## src/design/dit_pkg.sv

```systemverilog
// Constants, register map and types of the dual interval timer block
package dit_pkg;

  // Register index width; the byte address is four times the index
  localparam int IDX_W = 10;

  // Register indices
  localparam logic [IDX_W-1:0] IDX_RUN  [0:1] = '{10'h100, 10'h108};
  localparam logic [IDX_W-1:0] IDX_MODE [0:1] = '{10'h104, 10'h10C};
  localparam logic [IDX_W-1:0] IDX_FFCR [0:1] = '{10'h105, 10'h10D};
  localparam logic [IDX_W-1:0] IDX_CMP  [0:3] = '{10'h102, 10'h103, 10'h10A, 10'h10B};
  localparam logic [IDX_W-1:0] IDX_IRQ_STAT = 10'h110;
  localparam logic [IDX_W-1:0] IDX_IRQ_CLR  = 10'h111;
  localparam logic [IDX_W-1:0] IDX_IRQ_EN   = 10'h112;
  localparam logic [IDX_W-1:0] IDX_STATE    = 10'h113;

  // Flip-flop control fields and reset value
  localparam int         FF_CMD_LSB = 2;
  localparam int         FF_IE_BIT  = 1;
  localparam int         FF_IS_BIT  = 0;
  localparam logic [7:0] FFCR_RESET = 8'h0C;

  // Flip-flop commands
  localparam logic [1:0] CMD_INVERT = 2'h0;
  localparam logic [1:0] CMD_SET    = 2'h1;
  localparam logic [1:0] CMD_CLEAR  = 2'h2;
  localparam logic [1:0] CMD_KEEP   = 2'h3;

  // Mode register fields and reset value
  localparam int         MODE_OP_LSB   = 6;
  localparam int         MODE_UCLK_LSB = 2;
  localparam int         MODE_LCLK_LSB = 0;
  localparam logic [7:0] MODE_RESET    = 8'h00;
  localparam logic [1:0] MODE_8BIT     = 2'h0;

  // Run register fields and reset value
  localparam int         RUN_LOWER_BIT = 0;
  localparam int         RUN_UPPER_BIT = 1;
  localparam logic [1:0] RUN_RESET     = 2'h0;

  // Prescaler width and tap masks for the four tick rates
  localparam int              PRE_W = 12;
  localparam logic [PRE_W-1:0] TAP_MASK [0:3] = '{12'h007, 12'h01F, 12'h07F, 12'h7FF};

  // Bus answers
  localparam logic [1:0] RESP_OKAY   = 2'h0;
  localparam logic [1:0] RESP_SLVERR = 2'h2;

  // Write path states of the bus slave
  typedef enum logic [1:0] {
    WR_COLLECT = 2'b01,
    WR_RESP    = 2'b10
  } dit_wr_state_t;

endpackage : dit_pkg

```

## src/design/dit_if.sv

```systemverilog
// Interfaces between the timer top, its counters and its bus slave
`timescale 1ns/10ps

////////////////////////////////////////////////////////////////////////////////
// One 8-bit counter with its compare value and match pulse
interface dit_timer_if #(parameter int W = 8);
  logic         run;
  logic         tick;
  logic [W-1:0] compare;
  logic         match;
  modport timer (input run, input tick, input compare, output match);
  modport ctrl  (output run, output tick, output compare, input match);
endinterface : dit_timer_if

////////////////////////////////////////////////////////////////////////////////
// Register access decoded from the bus
interface dit_reg_if #(parameter int IW = 10);
  logic          wrEn;
  logic [IW-1:0] wrIdx;
  logic [7:0]    wrData;
  logic          wrOk;
  logic [IW-1:0] rdIdx;
  logic [7:0]    rdData;
  logic          rdOk;
  modport slave (output wrEn, output wrIdx, output wrData, output rdIdx,
                 input wrOk, input rdData, input rdOk);
  modport regs  (input wrEn, input wrIdx, input wrData, input rdIdx,
                 output wrOk, output rdData, output rdOk);
endinterface : dit_reg_if

```

## src/design/dit_axil.sv

```systemverilog
// AXI4-Lite slave that turns bus transfers into register accesses
`timescale 1ns/10ps
module dit_axil
  import dit_pkg::*;
#(
  parameter int ADDR_W = 12
) (
  input  wire logic              clk_sys,
  input  wire logic              resetn,
  input  wire logic [ADDR_W-1:0] awaddr,
  input  wire logic              awvalid,
  output logic                   awready,
  input  wire logic [31:0]       wdata,
  input  wire logic [3:0]        wstrb,
  input  wire logic              wvalid,
  output logic                   wready,
  output logic [1:0]             bresp,
  output logic                   bvalid,
  input  wire logic              bready,
  input  wire logic [ADDR_W-1:0] araddr,
  input  wire logic              arvalid,
  output logic                   arready,
  output logic [31:0]            rdata,
  output logic [1:0]             rresp,
  output logic                   rvalid,
  input  wire logic              rready,
  dit_reg_if.slave               r
);

  if (ADDR_W < IDX_W + 2) begin : g_chk
    $error("dit_axil: ADDR_W too small for the register map");
  end

  dit_wr_state_t     wrState, next_wrState;
  logic              awHeld, next_awHeld, wHeld, next_wHeld;
  logic [IDX_W-1:0]  awIdx, next_awIdx;
  logic [7:0]        wByte, next_wByte;
  logic              wLane, next_wLane;
  logic              next_awready, next_wready, next_bvalid, next_arready, next_rvalid;
  logic [1:0]        next_bresp, next_rresp;
  logic [31:0]       next_rdata;
  logic              wrFire;

  ////////////////////////////////////////////////////////////////////////////////
  // Register side: write fires once both halves are held
  assign wrFire   = (wrState == WR_COLLECT) & awHeld & wHeld;
  assign r.wrEn   = wrFire & wLane;
  assign r.wrIdx  = awIdx;
  assign r.wrData = wByte;
  assign r.rdIdx  = araddr[IDX_W+1:2];

  // Next values of both channels
  always_comb
  begin
    next_wrState = wrState;
    next_awHeld  = awHeld;
    next_wHeld   = wHeld;
    next_awIdx   = awIdx;
    next_wByte   = wByte;
    next_wLane   = wLane;
    next_bvalid  = bvalid;
    next_bresp   = bresp;
    next_rvalid  = rvalid;
    next_rresp   = rresp;
    next_rdata   = rdata;
    if (awvalid && awready)
    begin
      next_awHeld = 1'b1;
      next_awIdx  = awaddr[IDX_W+1:2];
    end
    if (wvalid && wready)
    begin
      next_wHeld = 1'b1;
      next_wByte = wdata[7:0];
      next_wLane = wstrb[0];
    end
    case (wrState)
      WR_COLLECT:
        if (wrFire)
        begin
          next_bvalid  = 1'b1;
          next_bresp   = r.wrOk ? RESP_OKAY : RESP_SLVERR;
          next_awHeld  = 1'b0;
          next_wHeld   = 1'b0;
          next_wrState = WR_RESP;
        end
      WR_RESP:
        if (bready)
        begin
          next_bvalid  = 1'b0;
          next_wrState = WR_COLLECT;
        end
      default:
        next_wrState = WR_COLLECT;
    endcase
    if (arvalid && arready)
    begin
      next_rvalid = 1'b1;
      next_rresp  = r.rdOk ? RESP_OKAY : RESP_SLVERR;
      next_rdata  = {24'h000000, r.rdOk ? r.rdData : 8'h00};
    end
    else if (rvalid && rready)
      next_rvalid = 1'b0;
    next_awready = (next_wrState == WR_COLLECT) & ~next_awHeld;
    next_wready  = (next_wrState == WR_COLLECT) & ~next_wHeld;
    next_arready = ~next_rvalid;
  end

  always_ff @(posedge clk_sys or negedge resetn)
  begin
    if (!resetn)
    begin
      wrState <= WR_COLLECT;
      awHeld  <= 1'b0;
      wHeld   <= 1'b0;
      awIdx   <= '0;
      wByte   <= 8'h00;
      wLane   <= 1'b0;
      awready <= 1'b0;
      wready  <= 1'b0;
      bvalid  <= 1'b0;
      bresp   <= RESP_OKAY;
      arready <= 1'b0;
      rvalid  <= 1'b0;
      rresp   <= RESP_OKAY;
      rdata   <= 32'h00000000;
    end
    else
    begin
      wrState <= next_wrState;
      awHeld  <= next_awHeld;
      wHeld   <= next_wHeld;
      awIdx   <= next_awIdx;
      wByte   <= next_wByte;
      wLane   <= next_wLane;
      awready <= next_awready;
      wready  <= next_wready;
      bvalid  <= next_bvalid;
      bresp   <= next_bresp;
      arready <= next_arready;
      rvalid  <= next_rvalid;
      rresp   <= next_rresp;
      rdata   <= next_rdata;
    end
  end

endmodule : dit_axil

```

## src/design/dit_timer8.sv

```systemverilog
// One interval counter with compare match and clear
`timescale 1ns/10ps
module dit_timer8
  import dit_pkg::*;
#(
  parameter int W = 8
) (
  input  wire logic clk_sys,
  input  wire logic resetn,
  dit_timer_if.timer t
);

  logic [W-1:0] count;
  logic [W-1:0] next_count;
  logic [W-1:0] incCount;

  ////////////////////////////////////////////////////////////////////////////////
  // Match on the tick that brings the counter to the compare value; zero matches on wrap
  assign incCount = count + 1'b1;
  assign t.match  = t.run & t.tick & (incCount == t.compare);

  // Stopped counter is held at zero, a match clears it
  always_comb
  begin
    next_count = count;
    if (!t.run)
      next_count = '0;
    else if (t.match)
      next_count = '0;
    else if (t.tick)
      next_count = incCount;
  end

  always_ff @(posedge clk_sys or negedge resetn)
  begin
    if (!resetn)
      count <= '0;
    else
      count <= next_count;
  end

endmodule : dit_timer8

```

## src/design/dit_top.sv

```systemverilog
// Two pairs of 8-bit interval timers with output flip-flops, interrupts and AXI4-Lite registers
//
// Behaviour
// - Each timer of a pair counts, compares and interrupts on its own as an 8-bit interval timer.
// - A flip-flop control write with command 00 inverts the output flip-flop, 01 sets it, 10 clears it, 11 keeps it.
// - With toggle enable at 0 matches leave the output flip-flop alone; at 1 the selected match inverts it.
// - Toggle source 0 picks the lower timer's match and 1 the upper's, and only in 8-bit timer mode.
// - When a counter reaches its compare value it clears to zero and raises that timer's interrupt.
// - A compare value of zero matches when the counter overflows.
// - A cleared run bit stops and zeroes its counter, a set one resumes, and reset leaves all stopped.
//
// The implementer's own choice: the AXI4-Lite slave port.
`timescale 1ns/10ps
module dit_top
  import dit_pkg::*;
#(
  parameter int ADDR_W = 12
) (
  input  wire logic              clk_sys,
  input  wire logic              resetn,
  input  wire logic [ADDR_W-1:0] awaddr,
  input  wire logic              awvalid,
  output logic                   awready,
  input  wire logic [31:0]       wdata,
  input  wire logic [3:0]        wstrb,
  input  wire logic              wvalid,
  output logic                   wready,
  output logic [1:0]             bresp,
  output logic                   bvalid,
  input  wire logic              bready,
  input  wire logic [ADDR_W-1:0] araddr,
  input  wire logic              arvalid,
  output logic                   arready,
  output logic [31:0]            rdata,
  output logic [1:0]             rresp,
  output logic                   rvalid,
  input  wire logic              rready,
  input  wire logic              extClkA,
  input  wire logic              extClkB,
  output logic                   pairAOutputToggle,
  output logic                   pairBOutputToggle,
  output logic                   irq
);

  dit_reg_if #(.IW(IDX_W)) rb ();
  dit_timer_if #(.W(8))    tmr [4] ();

  // Per-pair control state
  logic [7:0]       mode      [2];
  logic [7:0]       next_mode [2];
  logic [1:0]       next_run [2];
  logic [1:0]       runR [2];
  logic [1:0]       toggleEn, next_toggleEn;
  logic [1:0]       toggleSrc, next_toggleSrc;
  logic [1:0]       ffCmd [2];
  logic [1:0]       next_ffCmd [2];
  logic [1:0]       ffState, next_ffState;
  logic [3:0]       irqStat, next_irqStat;
  logic [3:0]       irqEn, next_irqEn;
  logic             next_irq;
  logic [7:0]       cmp [4];
  logic [PRE_W-1:0] pre, next_pre;
  logic [3:0]       tap;
  logic [1:0]       extSync1, extSync2, extSync3;
  logic [1:0]       extEdge;
  logic [3:0]       match;
  logic [3:0]       tick;
  logic             anyRun;

  ////////////////////////////////////////////////////////////////////////////////
  // Bus slave
  dit_axil #(.ADDR_W(ADDR_W)) u_axil (
    .clk_sys (clk_sys),
    .resetn  (resetn),
    .awaddr  (awaddr),
    .awvalid (awvalid),
    .awready (awready),
    .wdata   (wdata),
    .wstrb   (wstrb),
    .wvalid  (wvalid),
    .wready  (wready),
    .bresp   (bresp),
    .bvalid  (bvalid),
    .bready  (bready),
    .araddr  (araddr),
    .arvalid (arvalid),
    .arready (arready),
    .rdata   (rdata),
    .rresp   (rresp),
    .rvalid  (rvalid),
    .rready  (rready),
    .r       (rb.slave)
  );

  ////////////////////////////////////////////////////////////////////////////////
  // External count inputs: two-flop synchroniser, then rising-edge detect on later stages
  always_ff @(posedge clk_sys or negedge resetn)
  begin
    if (!resetn)
    begin
      extSync1 <= 2'h0;
      extSync2 <= 2'h0;
      extSync3 <= 2'h0;
    end
    else
    begin
      extSync1 <= {extClkB, extClkA};
      extSync2 <= extSync1;
      extSync3 <= extSync2;
    end
  end

  assign extEdge = extSync2 & ~extSync3;

  ////////////////////////////////////////////////////////////////////////////////
  // Shared prescaler: runs while any timer runs, cleared when all stop
  assign anyRun = |{runR[1], runR[0]};

  always_comb
  begin
    next_pre = anyRun ? pre + 1'b1 : '0;
  end

  always_ff @(posedge clk_sys or negedge resetn)
  begin
    if (!resetn)
      pre <= '0;
    else
      pre <= next_pre;
  end

  // Tick taps at four rates
  for (genvar k = 0; k < 4; k++) begin : g_tap
    assign tap[k] = anyRun & ((pre & TAP_MASK[k]) == TAP_MASK[k]);
  end

  ////////////////////////////////////////////////////////////////////////////////
  // Four counters; lower and upper of each pair run independently
  for (genvar i = 0; i < 4; i++) begin : g_tmr
    assign tmr[i].run     = runR[i/2][i%2];
    assign tmr[i].tick    = tick[i];
    assign tmr[i].compare = cmp[i];
    assign match[i]       = tmr[i].match;
    dit_timer8 #(.W(8)) u_tmr (
      .clk_sys (clk_sys),
      .resetn  (resetn),
      .t       (tmr[i].timer)
    );
  end

  // Count clock selection per counter
  always_comb
  begin
    tick = 4'h0;
    for (int p = 0; p < 2; p++)
    begin
      case (mode[p][MODE_LCLK_LSB +: 2])
        2'h0:    tick[2*p] = extEdge[p];
        2'h1:    tick[2*p] = tap[0];
        2'h2:    tick[2*p] = tap[1];
        default: tick[2*p] = tap[2];
      endcase
      case (mode[p][MODE_UCLK_LSB +: 2])
        2'h0:    tick[2*p+1] = match[2*p];
        2'h1:    tick[2*p+1] = tap[0];
        2'h2:    tick[2*p+1] = tap[2];
        default: tick[2*p+1] = tap[3];
      endcase
    end
  end

  ////////////////////////////////////////////////////////////////////////////////
  // Compare registers: write-only and deliberately without reset
  always_ff @(posedge clk_sys)
  begin
    for (int i = 0; i < 4; i++)
      if (rb.wrEn && rb.wrIdx == IDX_CMP[i])
        cmp[i] <= rb.wrData;
  end

  ////////////////////////////////////////////////////////////////////////////////
  // Control registers, output flip-flops and interrupt status: next values
  always_comb
  begin
    logic hwToggle;
    logic pairMatch;
    hwToggle       = 1'b0;
    pairMatch      = 1'b0;
    next_mode      = mode;
    next_run       = runR;
    next_toggleEn  = toggleEn;
    next_toggleSrc = toggleSrc;
    next_ffState   = ffState;
    for (int p = 0; p < 2; p++)
    begin
      next_ffCmd[p] = CMD_KEEP;
      if (rb.wrEn && rb.wrIdx == IDX_MODE[p])
        next_mode[p] = rb.wrData;
      if (rb.wrEn && rb.wrIdx == IDX_RUN[p])
        next_run[p] = rb.wrData[1:0];
      if (rb.wrEn && rb.wrIdx == IDX_FFCR[p])
      begin
        next_ffCmd[p]     = rb.wrData[FF_CMD_LSB +: 2];
        next_toggleEn[p]  = rb.wrData[FF_IE_BIT];
        next_toggleSrc[p] = rb.wrData[FF_IS_BIT];
      end
      pairMatch = toggleSrc[p] ? match[2*p+1] : match[2*p];
      hwToggle  = toggleEn[p] & pairMatch & (mode[p][MODE_OP_LSB +: 2] == MODE_8BIT);
      // Software command wins over a hardware toggle in the same cycle
      case (ffCmd[p])
        CMD_INVERT: next_ffState[p] = ~ffState[p];
        CMD_SET:    next_ffState[p] = 1'b1;
        CMD_CLEAR:  next_ffState[p] = 1'b0;
        default:    next_ffState[p] = hwToggle ? ~ffState[p] : ffState[p];
      endcase
    end
    next_irqEn = irqEn;
    if (rb.wrEn && rb.wrIdx == IDX_IRQ_EN)
      next_irqEn = rb.wrData[3:0];
    // A match in the clearing cycle survives the clear
    next_irqStat = irqStat;
    if (rb.wrEn && rb.wrIdx == IDX_IRQ_CLR)
      next_irqStat = irqStat & ~rb.wrData[3:0];
    next_irqStat = next_irqStat | match;
    next_irq     = |(next_irqStat & next_irqEn);
  end

  // Control registers: state
  always_ff @(posedge clk_sys or negedge resetn)
  begin
    if (!resetn)
    begin
      for (int p = 0; p < 2; p++)
      begin
        mode[p]  <= MODE_RESET;
        runR[p]  <= RUN_RESET;
        ffCmd[p] <= FFCR_RESET[FF_CMD_LSB +: 2];
      end
      toggleEn  <= {2{FFCR_RESET[FF_IE_BIT]}};
      toggleSrc <= {2{FFCR_RESET[FF_IS_BIT]}};
      ffState   <= 2'h0;
      irqStat   <= 4'h0;
      irqEn     <= 4'h0;
      irq       <= 1'b0;
    end
    else
    begin
      mode      <= next_mode;
      runR      <= next_run;
      ffCmd     <= next_ffCmd;
      toggleEn  <= next_toggleEn;
      toggleSrc <= next_toggleSrc;
      ffState   <= next_ffState;
      irqStat   <= next_irqStat;
      irqEn     <= next_irqEn;
      irq       <= next_irq;
    end
  end

  // Timer outputs straight from the flip-flops
  assign pairAOutputToggle = ffState[0];
  assign pairBOutputToggle = ffState[1];

  ////////////////////////////////////////////////////////////////////////////////
  // Register read mux and address decode; write-only registers read as zero
  always_comb
  begin
    rb.rdData = 8'h00;
    rb.rdOk   = 1'b1;
    case (rb.rdIdx)
      IDX_RUN[0]:   rb.rdData = {6'h00, runR[0]};
      IDX_RUN[1]:   rb.rdData = {6'h00, runR[1]};
      IDX_MODE[0]:  rb.rdData = mode[0];
      IDX_MODE[1]:  rb.rdData = mode[1];
      IDX_IRQ_STAT: rb.rdData = {4'h0, irqStat};
      IDX_IRQ_EN:   rb.rdData = {4'h0, irqEn};
      IDX_STATE:    rb.rdData = {6'h00, ffState};
      IDX_CMP[0], IDX_CMP[1], IDX_CMP[2], IDX_CMP[3],
      IDX_FFCR[0], IDX_FFCR[1], IDX_IRQ_CLR:
        rb.rdData = 8'h00;
      default:      rb.rdOk = 1'b0;
    endcase
  end

  // Write decode: every mapped index answers OKAY
  always_comb
  begin
    case (rb.wrIdx)
      IDX_RUN[0], IDX_RUN[1], IDX_MODE[0], IDX_MODE[1], IDX_FFCR[0], IDX_FFCR[1],
      IDX_CMP[0], IDX_CMP[1], IDX_CMP[2], IDX_CMP[3],
      IDX_IRQ_STAT, IDX_IRQ_CLR, IDX_IRQ_EN, IDX_STATE:
        rb.wrOk = 1'b1;
      default:
        rb.wrOk = 1'b0;
    endcase
  end

  // Software sequencing (stop before reconfiguring) is left to the driver
  // counters read compare and mode live, so a running reprogram takes effect mid-count

endmodule : dit_top

```

## config.mk

```make
export PLATFORM = sky130hd
export DESIGN_NAME = dit_top
export DESIGN_NICKNAME = d
export VERILOG_FILES = /design/src/design/dit_pkg.sv /design/src/design/dit_if.sv /design/src/design/dit_axil.sv /design/src/design/dit_timer8.sv /design/src/design/dit_top.sv
export SDC_FILE = /design/constraint.sdc
export NUM_CORES = 1
export LEC_CHECK = 0
export BUFFER_PORTS_ARGS = -buffer_cell sky130_fd_sc_hd__buf_4
export CORE_MARGIN = 2
export CORE_UTILIZATION = 39
export DETAILED_ROUTE_END_ITERATION = 16
export GPL_TIMING_DRIVEN = 0
export PLACE_DENSITY = 0.62
export SYNTH_ARGS = -nofsm -noshare
export SYNTH_HDL_FRONTEND = slang
export SYNTH_SLANG_ARGS = --single-unit
```

## constraint.sdc

```tcl
create_clock -name clk_sys -period 3.75 [get_ports clk_sys]
set_input_delay 0 -clock clk_sys [delete_from_list [all_inputs] [get_ports clk_sys]]
set_output_delay 0 -clock clk_sys [all_outputs]
set_load 0.1 [all_outputs]
```

==> results of run 1 <==
[synth_stat cells, types with 6 or more instances]
cell type  instances  area share [%]
nor2_1            49             2.3
or4_1              6            0.55
inv_1             28             1.3
nand2_1           78             3.6
a21o_1             6            0.55
nor2b_1           16             1.2
nand3_1           29             1.8
xor2_1            21             2.3
a21oi_1           22             1.4
buf_2              6            0.37
o31ai_1            8            0.74
and3_1             9            0.69
nand4_1           13             1.0
clkbuf_1          22             1.0
edfxtp_1          32              12
nor3_1            15            0.92
and2_1             7            0.54
buf_4             26             2.4
nor4b_1            8            0.86
ha_1              14             2.2
mux2i_1           16             2.0
mux2_2            40             5.5
a31oi_1           10            0.77
nand2b_1          16             1.2
xnor2_1           21             2.3
o22ai_1            6            0.46
o21ai_0           49             3.0
dfrtp_1          121              37
[metal layers]
metal | GRT usage, % | routed length (um) | share of wire (%)
met5 | 0 | 0 | 0
met4 | 5.43 | 229 | 1.2
met3 | 3.22 | 709 | 3.8
met2 | 29.5 | 9070 | 49
met1 | 24.2 | 8580 | 46
[sequential cells by signal, indices dropped and copies added (netlist names), 2 cells and up]
name / count
u_axil.r.wrData: 8
irqEn: 4
pre: 11
runR: 4
cmp: 32
toggleEn: 2
mode: 16
extSync2: 2
extSync3: 2
u_axil.r.wrIdx: 10
u_axil.wrState: 2
toggleSrc: 2
g_tmr.u_tmr.count: 32
extSync1: 2
u_axil.rdata: 8
ffState: 2
ffCmd: 4
irqStat: 4
[worst min-delay path, stage by stage]
cell and delay, ns:
buf_4 0.10, o21ai_0 0.08, a31oi_1 0.14, a21o_1 0.09
[through the flow]
step,area [sq um],setup slack [ns],hold WS (ns),instances,total power [mW]
floorplan,8240,0.931,-0.296,808,2.79
global placement,8980,0.361,0.109,1132,3.10
detailed placement,9010,0.358,-0.0326,1133,3.12
CTS,9900,0.326,0.0155,1192,4.97
global route,9910,0.0971,0.0627,1192,5.14
finish,9910,0.316,0.0258,1192,4.93
[kinds of logic after synthesis]
family | after synthesis
and+or+nand+nor | 280
DFF | 158
AOI/OAI and AO/OA | 150
buffers and inverters | 82
muxes | 56
xor gates and xnor gates | 42
adders and majority gates | 14
other | 1
[worst min-delay path by stage]
stage                                              to  slack [ns]  cells past startpoint
final                     u_axil.rresp[1]$_DFFE_PN0P_        0.03                      4
after CTS                 u_axil.rresp[1]$_DFFE_PN0P_        0.02                      4
after global routing      u_axil.rresp[1]$_DFFE_PN0P_        0.06                      4
after floorplan                 extSync1[0]$_DFF_PN0_       -0.30                      0
after global placement          extSync1[0]$_DFF_PN0_        0.11                      1
after detailed placement      u_axil.rvalid$_DFF_PN0_       -0.03                      1
[timing repair]
action | in CTS | in global routing
setup endpoints to repair | 0 | 0
hold buffers | 27 | 0
hold endpoints to repair | 152 | 0
[report_power, final]
group / total, mW / switching, mW / leakage [nW] / internal [mW]
Combinational: 0.891 / 0.591 / 2.03 / 0.300
Clock: 1.82 / 0.710 / 0.297 / 1.11
Sequential: 2.22 / 0.244 / 1.94 / 1.97
Total: 4.93 / 1.55 / 4.27 / 3.39
[area by class of cell]
type | count | area, sq um
Fill cell | 1852 | 10500
Sequential cell | 158 | 4120
Multi-Input combinational cell | 568 | 3710
Timing Repair Buffer | 82 | 707
Clock buffer | 18 | 429
Tap cell | 270 | 338
Buffer | 54 | 308
Clock inverter | 14 | 189
Inverter | 28 | 105
==> results.ini, run 1 <==
[setup_path]
reg2regPathDepth = 11
arrival_ns = 3.80
crit_path_start_kind = flip-flop
crit_start = g_tmr[2].u_tmr.count[0]$_DFFE_PN0P_
criticalPathCategory = reg2reg
crit_end = g_tmr[3].u_tmr.count[6]$_DFFE_PN0P_
crit_top_cell = buf_2
worst-path-buf-inv = 3
r2r_slack_ns = 0.32
crit_chain = ha_1, buf_2, inv_1, nand2_1, a21oi_1, or4_1, nor3_1, a32o_2, buf_2, o31a_1, a32o_1
endpoint_kind = flip-flop
worst_path_max_delay_cell = nor3_1
required_ns = 4.12
cpLargestDelayFamily = simple AND/OR/NAND/NOR gates
cp.depth = 11
r2r_end = g_tmr[3].u_tmr.count[6]$_DFFE_PN0P_
reg2reg_from = g_tmr[2].u_tmr.count[0]$_DFFE_PN0P_
path_max_fanout = 10
slowest_delay_ns = 0.60

[sta]
fin_crit_sh_pct = 91.6
skew_ns = 0.0149
rsz0062_at_grt = no
hold_viol = 0
worstMarginPinSlew_ns = 0.823
period_needed_ns = 3.43
finalMaxSlewViolations = 0
maxSlewHeadroom_pct = 44.6
fin_tns_setup_ns = 0
setup_violations = 0
fmax_mhz = 291

[drt]
dr.pass1.iters = 5
num_vias = 6157
antenna_left = 0
drt_iter0_drc = 425
avgRoutedWirePerCell_um = 15.6
viasPerCell = 5.17
drc = 0
routed_wl_mm = 18.6

[yosys]
synth_ff_type = dfrtp_1
synthArstFlopShare_pct = 79.7
synth.distinct_cells = 67
syn_avg_cell_area_sq_um = 10.4
synth-adder-area-share_pct = 2.15
synth-compound-area-share_pct = 12.2
synthMuxAreaShare_pct = 7.50
synth_simple_gate_area_share_pct = 17.9
synth_edf_count = 32
yosysWarnings = 0
syn_inst = 783
yosysSeqAreaShare_pct = 50.6
synth_xor_area_share_pct = 4.52
ys_ff_latch = 158
syn_area_sq_um = 8150
synth_top_family_by_area = simple AND/OR/NAND/NOR gates

[clock_network]
tritoncts = built
numCtsBuffers = 17
postCtsSetupBuffers = 0
clk_pin_slew_worst_paths_ns = 0.06
clock_latency_ns = 0.44
htree_levels = 4
cts_resized = 0
cts-root-buf = clkbuf_16
cts.sink_count = 158
cts_buffer_depth = 2

[final_layout]
final_common_cell = dfrtp_1
drive_above_1_share_pct = 18.4
final_cell_mix = 121 x dfrtp_1, 79 x buf_4, 78 x nand2_1, 49 x nor2_1, 49 x o21ai_0
area_growth_pct = 21.6
antenna_cells = 0
fin_nets = 992
post-route-util_pct = 48.7

[floorplanning]
initial_utilization_pct = 40.0
dieArea_sq_um = 22100
die_y_um = 149
ios = 113
core_area_sq_um = 20400
die_w_um = 149
rows = 52

[global_route]
grt_start_max_net_pins = 80
track_usage_pct = 17.9
grt_pass1_wl_mm = 30.7
gr-total-overflow = 0
antenna_found_initial = 0
grt_pass1_vias = 5842

[min_path]
hp-start = araddr[3]
hold_path_class = in2reg

[power]
p_leak_nw = 4.27
ir_drop_mv = 0.549
powerDensity_nw_per_um2 = 498

[placed_design]
dp_hpwl_mm = 13.1
place_congestion = 0.853
io_buffers = 54

[run]
cap_violations = 0

[run_status]
run_status = finished, final reports clean

(Power assumes the default switching activity.)
==> run 2, diff against run 1 <==
- CORE_MARGIN: 2 -> unset
==> run 2 against run 1 <==
Net effect: first-iteration DRC count rose by 8.5%; flip-flop and latch count unchanged; global-route usage is 0.39 points higher; total power is 6.1% lower; final area down 1.1%; clock skew decreased by 0.0063 ns; sequential share of layout area is 0.46 points higher; critical path depth unchanged; hold slack better by 0.014 ns; routed wire length up 0.87%; highest routed layer unchanged.
==> results.ini, run 2 (synthesized netlist as in run 1, its figures left out) <==
[run_status]
run_status = finished, final reports clean

[clock_network]
numCtsBuffers = 17  ; unchanged
htree_levels = 4  ; unchanged
cts.sink_count = 158  ; unchanged
cts_resized = 0  ; unchanged
cts_buffer_depth = 2  ; unchanged
clk_pin_slew_worst_paths_ns = 0.06  ; about the same
cts-root-buf = clkbuf_16
clock_latency_ns = 0.42  ; -0.02 ns
tritoncts = built

[sta]
maxSlewHeadroom_pct = 46.3  ; +1.7 points
fin_crit_sh_pct = 90.3  ; -1.3 points
fin_tns_setup_ns = 0  ; unchanged
worstMarginPinSlew_ns = 0.799  ; -0.0247 ns
hold_viol = 0  ; unchanged
setup_violations = 0  ; unchanged
finalMaxSlewViolations = 0  ; unchanged
skew_ns = 0.00859  ; -0.00628 ns
rsz0062_at_grt = no
fmax_mhz = 295  ; +1.4%
period_needed_ns = 3.38  ; -0.0489 ns
timing.hold.ws_ns = 0.0401  ; +0.0143 ns

[floorplanning]
core_area_sq_um = 20400  ; unchanged
dieArea_sq_um = 21500  ; -2.7%
rows = 52  ; unchanged
die_w_um = 147  ; -1.3%
die_y_um = 147  ; -1.3%
ios = 113  ; unchanged
initial_utilization_pct = 40.0  ; unchanged

[setup_path]
crit_path_start_kind = flip-flop
crit_top_cell = buf_2
r2r_end = g_tmr[3].u_tmr.count[6]$_DFFE_PN0P_
slowest_delay_ns = 0.60  ; about the same
reg2regPathDepth = 11  ; unchanged
arrival_ns = 3.74  ; -0.06 ns
worst_path_max_delay_cell = nor3_1
required_ns = 4.10  ; -0.02 ns
cpLargestDelayFamily = simple AND/OR/NAND/NOR gates
cp.depth = 11  ; unchanged
criticalPathCategory = reg2reg
endpoint_kind = flip-flop
crit_chain = ha_1, buf_2, inv_1, nand2_1, a21oi_1, or4_1, nor3_1, a32o_2, buf_2, o31a_1, a32o_1
worst-path-buf-inv = 3  ; unchanged
r2r_slack_ns = 0.37  ; +0.05 ns
path_max_fanout = 10  ; unchanged
reg2reg_from = g_tmr[2].u_tmr.count[0]$_DFFE_PN0P_

[final_layout]
fin_area_sq_um = 9800  ; -1.1%
fin_nets = 992  ; unchanged
antenna_cells = 0  ; unchanged
final_common_cell = dfrtp_1
final_cell_mix = 121 x dfrtp_1, 79 x buf_4, 78 x nand2_1, 49 x nor2_1, 49 x o21ai_0
drive_above_1_share_pct = 18.3  ; -0.11 points
area_growth_pct = 20.3
reg_top3 = cmp: 32 flops, g_tmr.u_tmr.count: 32 flops, mode: 16 flops

[min_path]
hold_path_depth = 4  ; unchanged
hold_path_class = in2reg
worstHoldEndpoint = u_axil.rresp[1]$_DFFE_PN0P_
hp-start = araddr[3]

[global_route]
grt_pass1_vias = 5943  ; +1.7%
grt_start_max_net_pins = 79  ; -1.3%
track_usage_pct = 18.3  ; +0.39 points
grt_pass1_wl_mm = 30.9  ; +0.58%
gr-total-overflow = 0  ; unchanged
antenna_found_initial = 0  ; unchanged

[drt]
antenna_left = 0  ; unchanged
avgRoutedWirePerCell_um = 15.7  ; +0.87%
num_vias = 6145  ; -0.19%
drt_iter0_drc = 461  ; +8.5%
drc = 0  ; unchanged
routed_wl_mm = 18.8  ; +0.87%
viasPerCell = 5.16  ; -0.19%
dr.pass1.iters = 5  ; unchanged

[placed_design]
io_buffers = 54  ; unchanged
placed_area_sq_um = 9010  ; unchanged
dp_hpwl_mm = 13.2  ; +1.3%
place_congestion = 0.832  ; -2.4%

[power]
powerDensity_nw_per_um2 = 473  ; -5.1%
p_leak_nw = 4.21  ; -1.4%
ir_drop_mv = 0.468  ; -15%

[run]
cap_violations = 0  ; unchanged

## run 2: cell type report
cell class / count / area (sq um)
Fill cell: 1871 / 10600
Clock buffer: 20 / 437
Sequential cell: 158 / 4120
Multi-Input combinational cell: 568 / 3710
Inverter: 28 / 105
Tap cell: 270 / 338
Buffer: 54 / 308
Timing Repair Buffer: 82 / 707
Clock inverter: 12 / 73.8
## run 2: stage by stage
step	power, mW	setup WS, ns	utilization (%)	cells
3_3_place_gp	3.10	0.348	44.1	1132
4_1_cts	4.66	0.361	48.1	1192
2_1_floorplan	2.79	0.931	-	808
5_1_grt	4.83	0.148	48.1	1192
3_5_place_dp	3.12	0.387	44.3	1133
6_report	4.63	0.365	48.1	1192
## run 2: worst max-delay path by stage
stage	to	slack (ns)	start
after floorplan	irq$_DFF_PN0_	0.93	u_axil.r.wrIdx[9]$_DFFE_PN0P_
after global placement	g_tmr[3].u_tmr.count[7]$_DFFE_PN0P_	0.35	g_tmr[2].u_tmr.count[0]$_DFFE_PN0P_
after detailed placement	g_tmr[3].u_tmr.count[6]$_DFFE_PN0P_	0.39	g_tmr[2].u_tmr.count[0]$_DFFE_PN0P_
after CTS	g_tmr[3].u_tmr.count[6]$_DFFE_PN0P_	0.36	g_tmr[2].u_tmr.count[0]$_DFFE_PN0P_
after global routing	g_tmr[3].u_tmr.count[6]$_DFFE_PN0P_	0.15	g_tmr[2].u_tmr.count[0]$_DFFE_PN0P_
final	g_tmr[3].u_tmr.count[6]$_DFFE_PN0P_	0.37	g_tmr[2].u_tmr.count[0]$_DFFE_PN0P_
## run 2: where the power goes
part	internal, mW	leakage (nW)	switching, mW
combinational	0.300	2.03	0.595
sequential	1.97	1.94	0.239
clock	0.837	0.239	0.688
## run 2: what timing repair did
| item | in CTS | in global routing |
|---|---|---|
| endpoints found under the hold margin | 78 | 0 |
| setup buffers | 0 | 0 |
| hold buffers | 27 | 0 |
## run 2: worst min-delay path, stage by stage
cell and delay [ns]:
buf_4 0.11, o21ai_0 0.09, a31oi_1 0.14, a21o_1 0.09
## run 2: per-layer routing
metal,GRT usage (%),routed length (um),part of all wire [%],up-vias
li1,-,-,-,3040
met1,24.1,8880,47,2975
met2,30.6,9100,49,108
met3,2.69,470,2.5,22
met4,6.30,306,1.6,0
met5,0,0,0,-
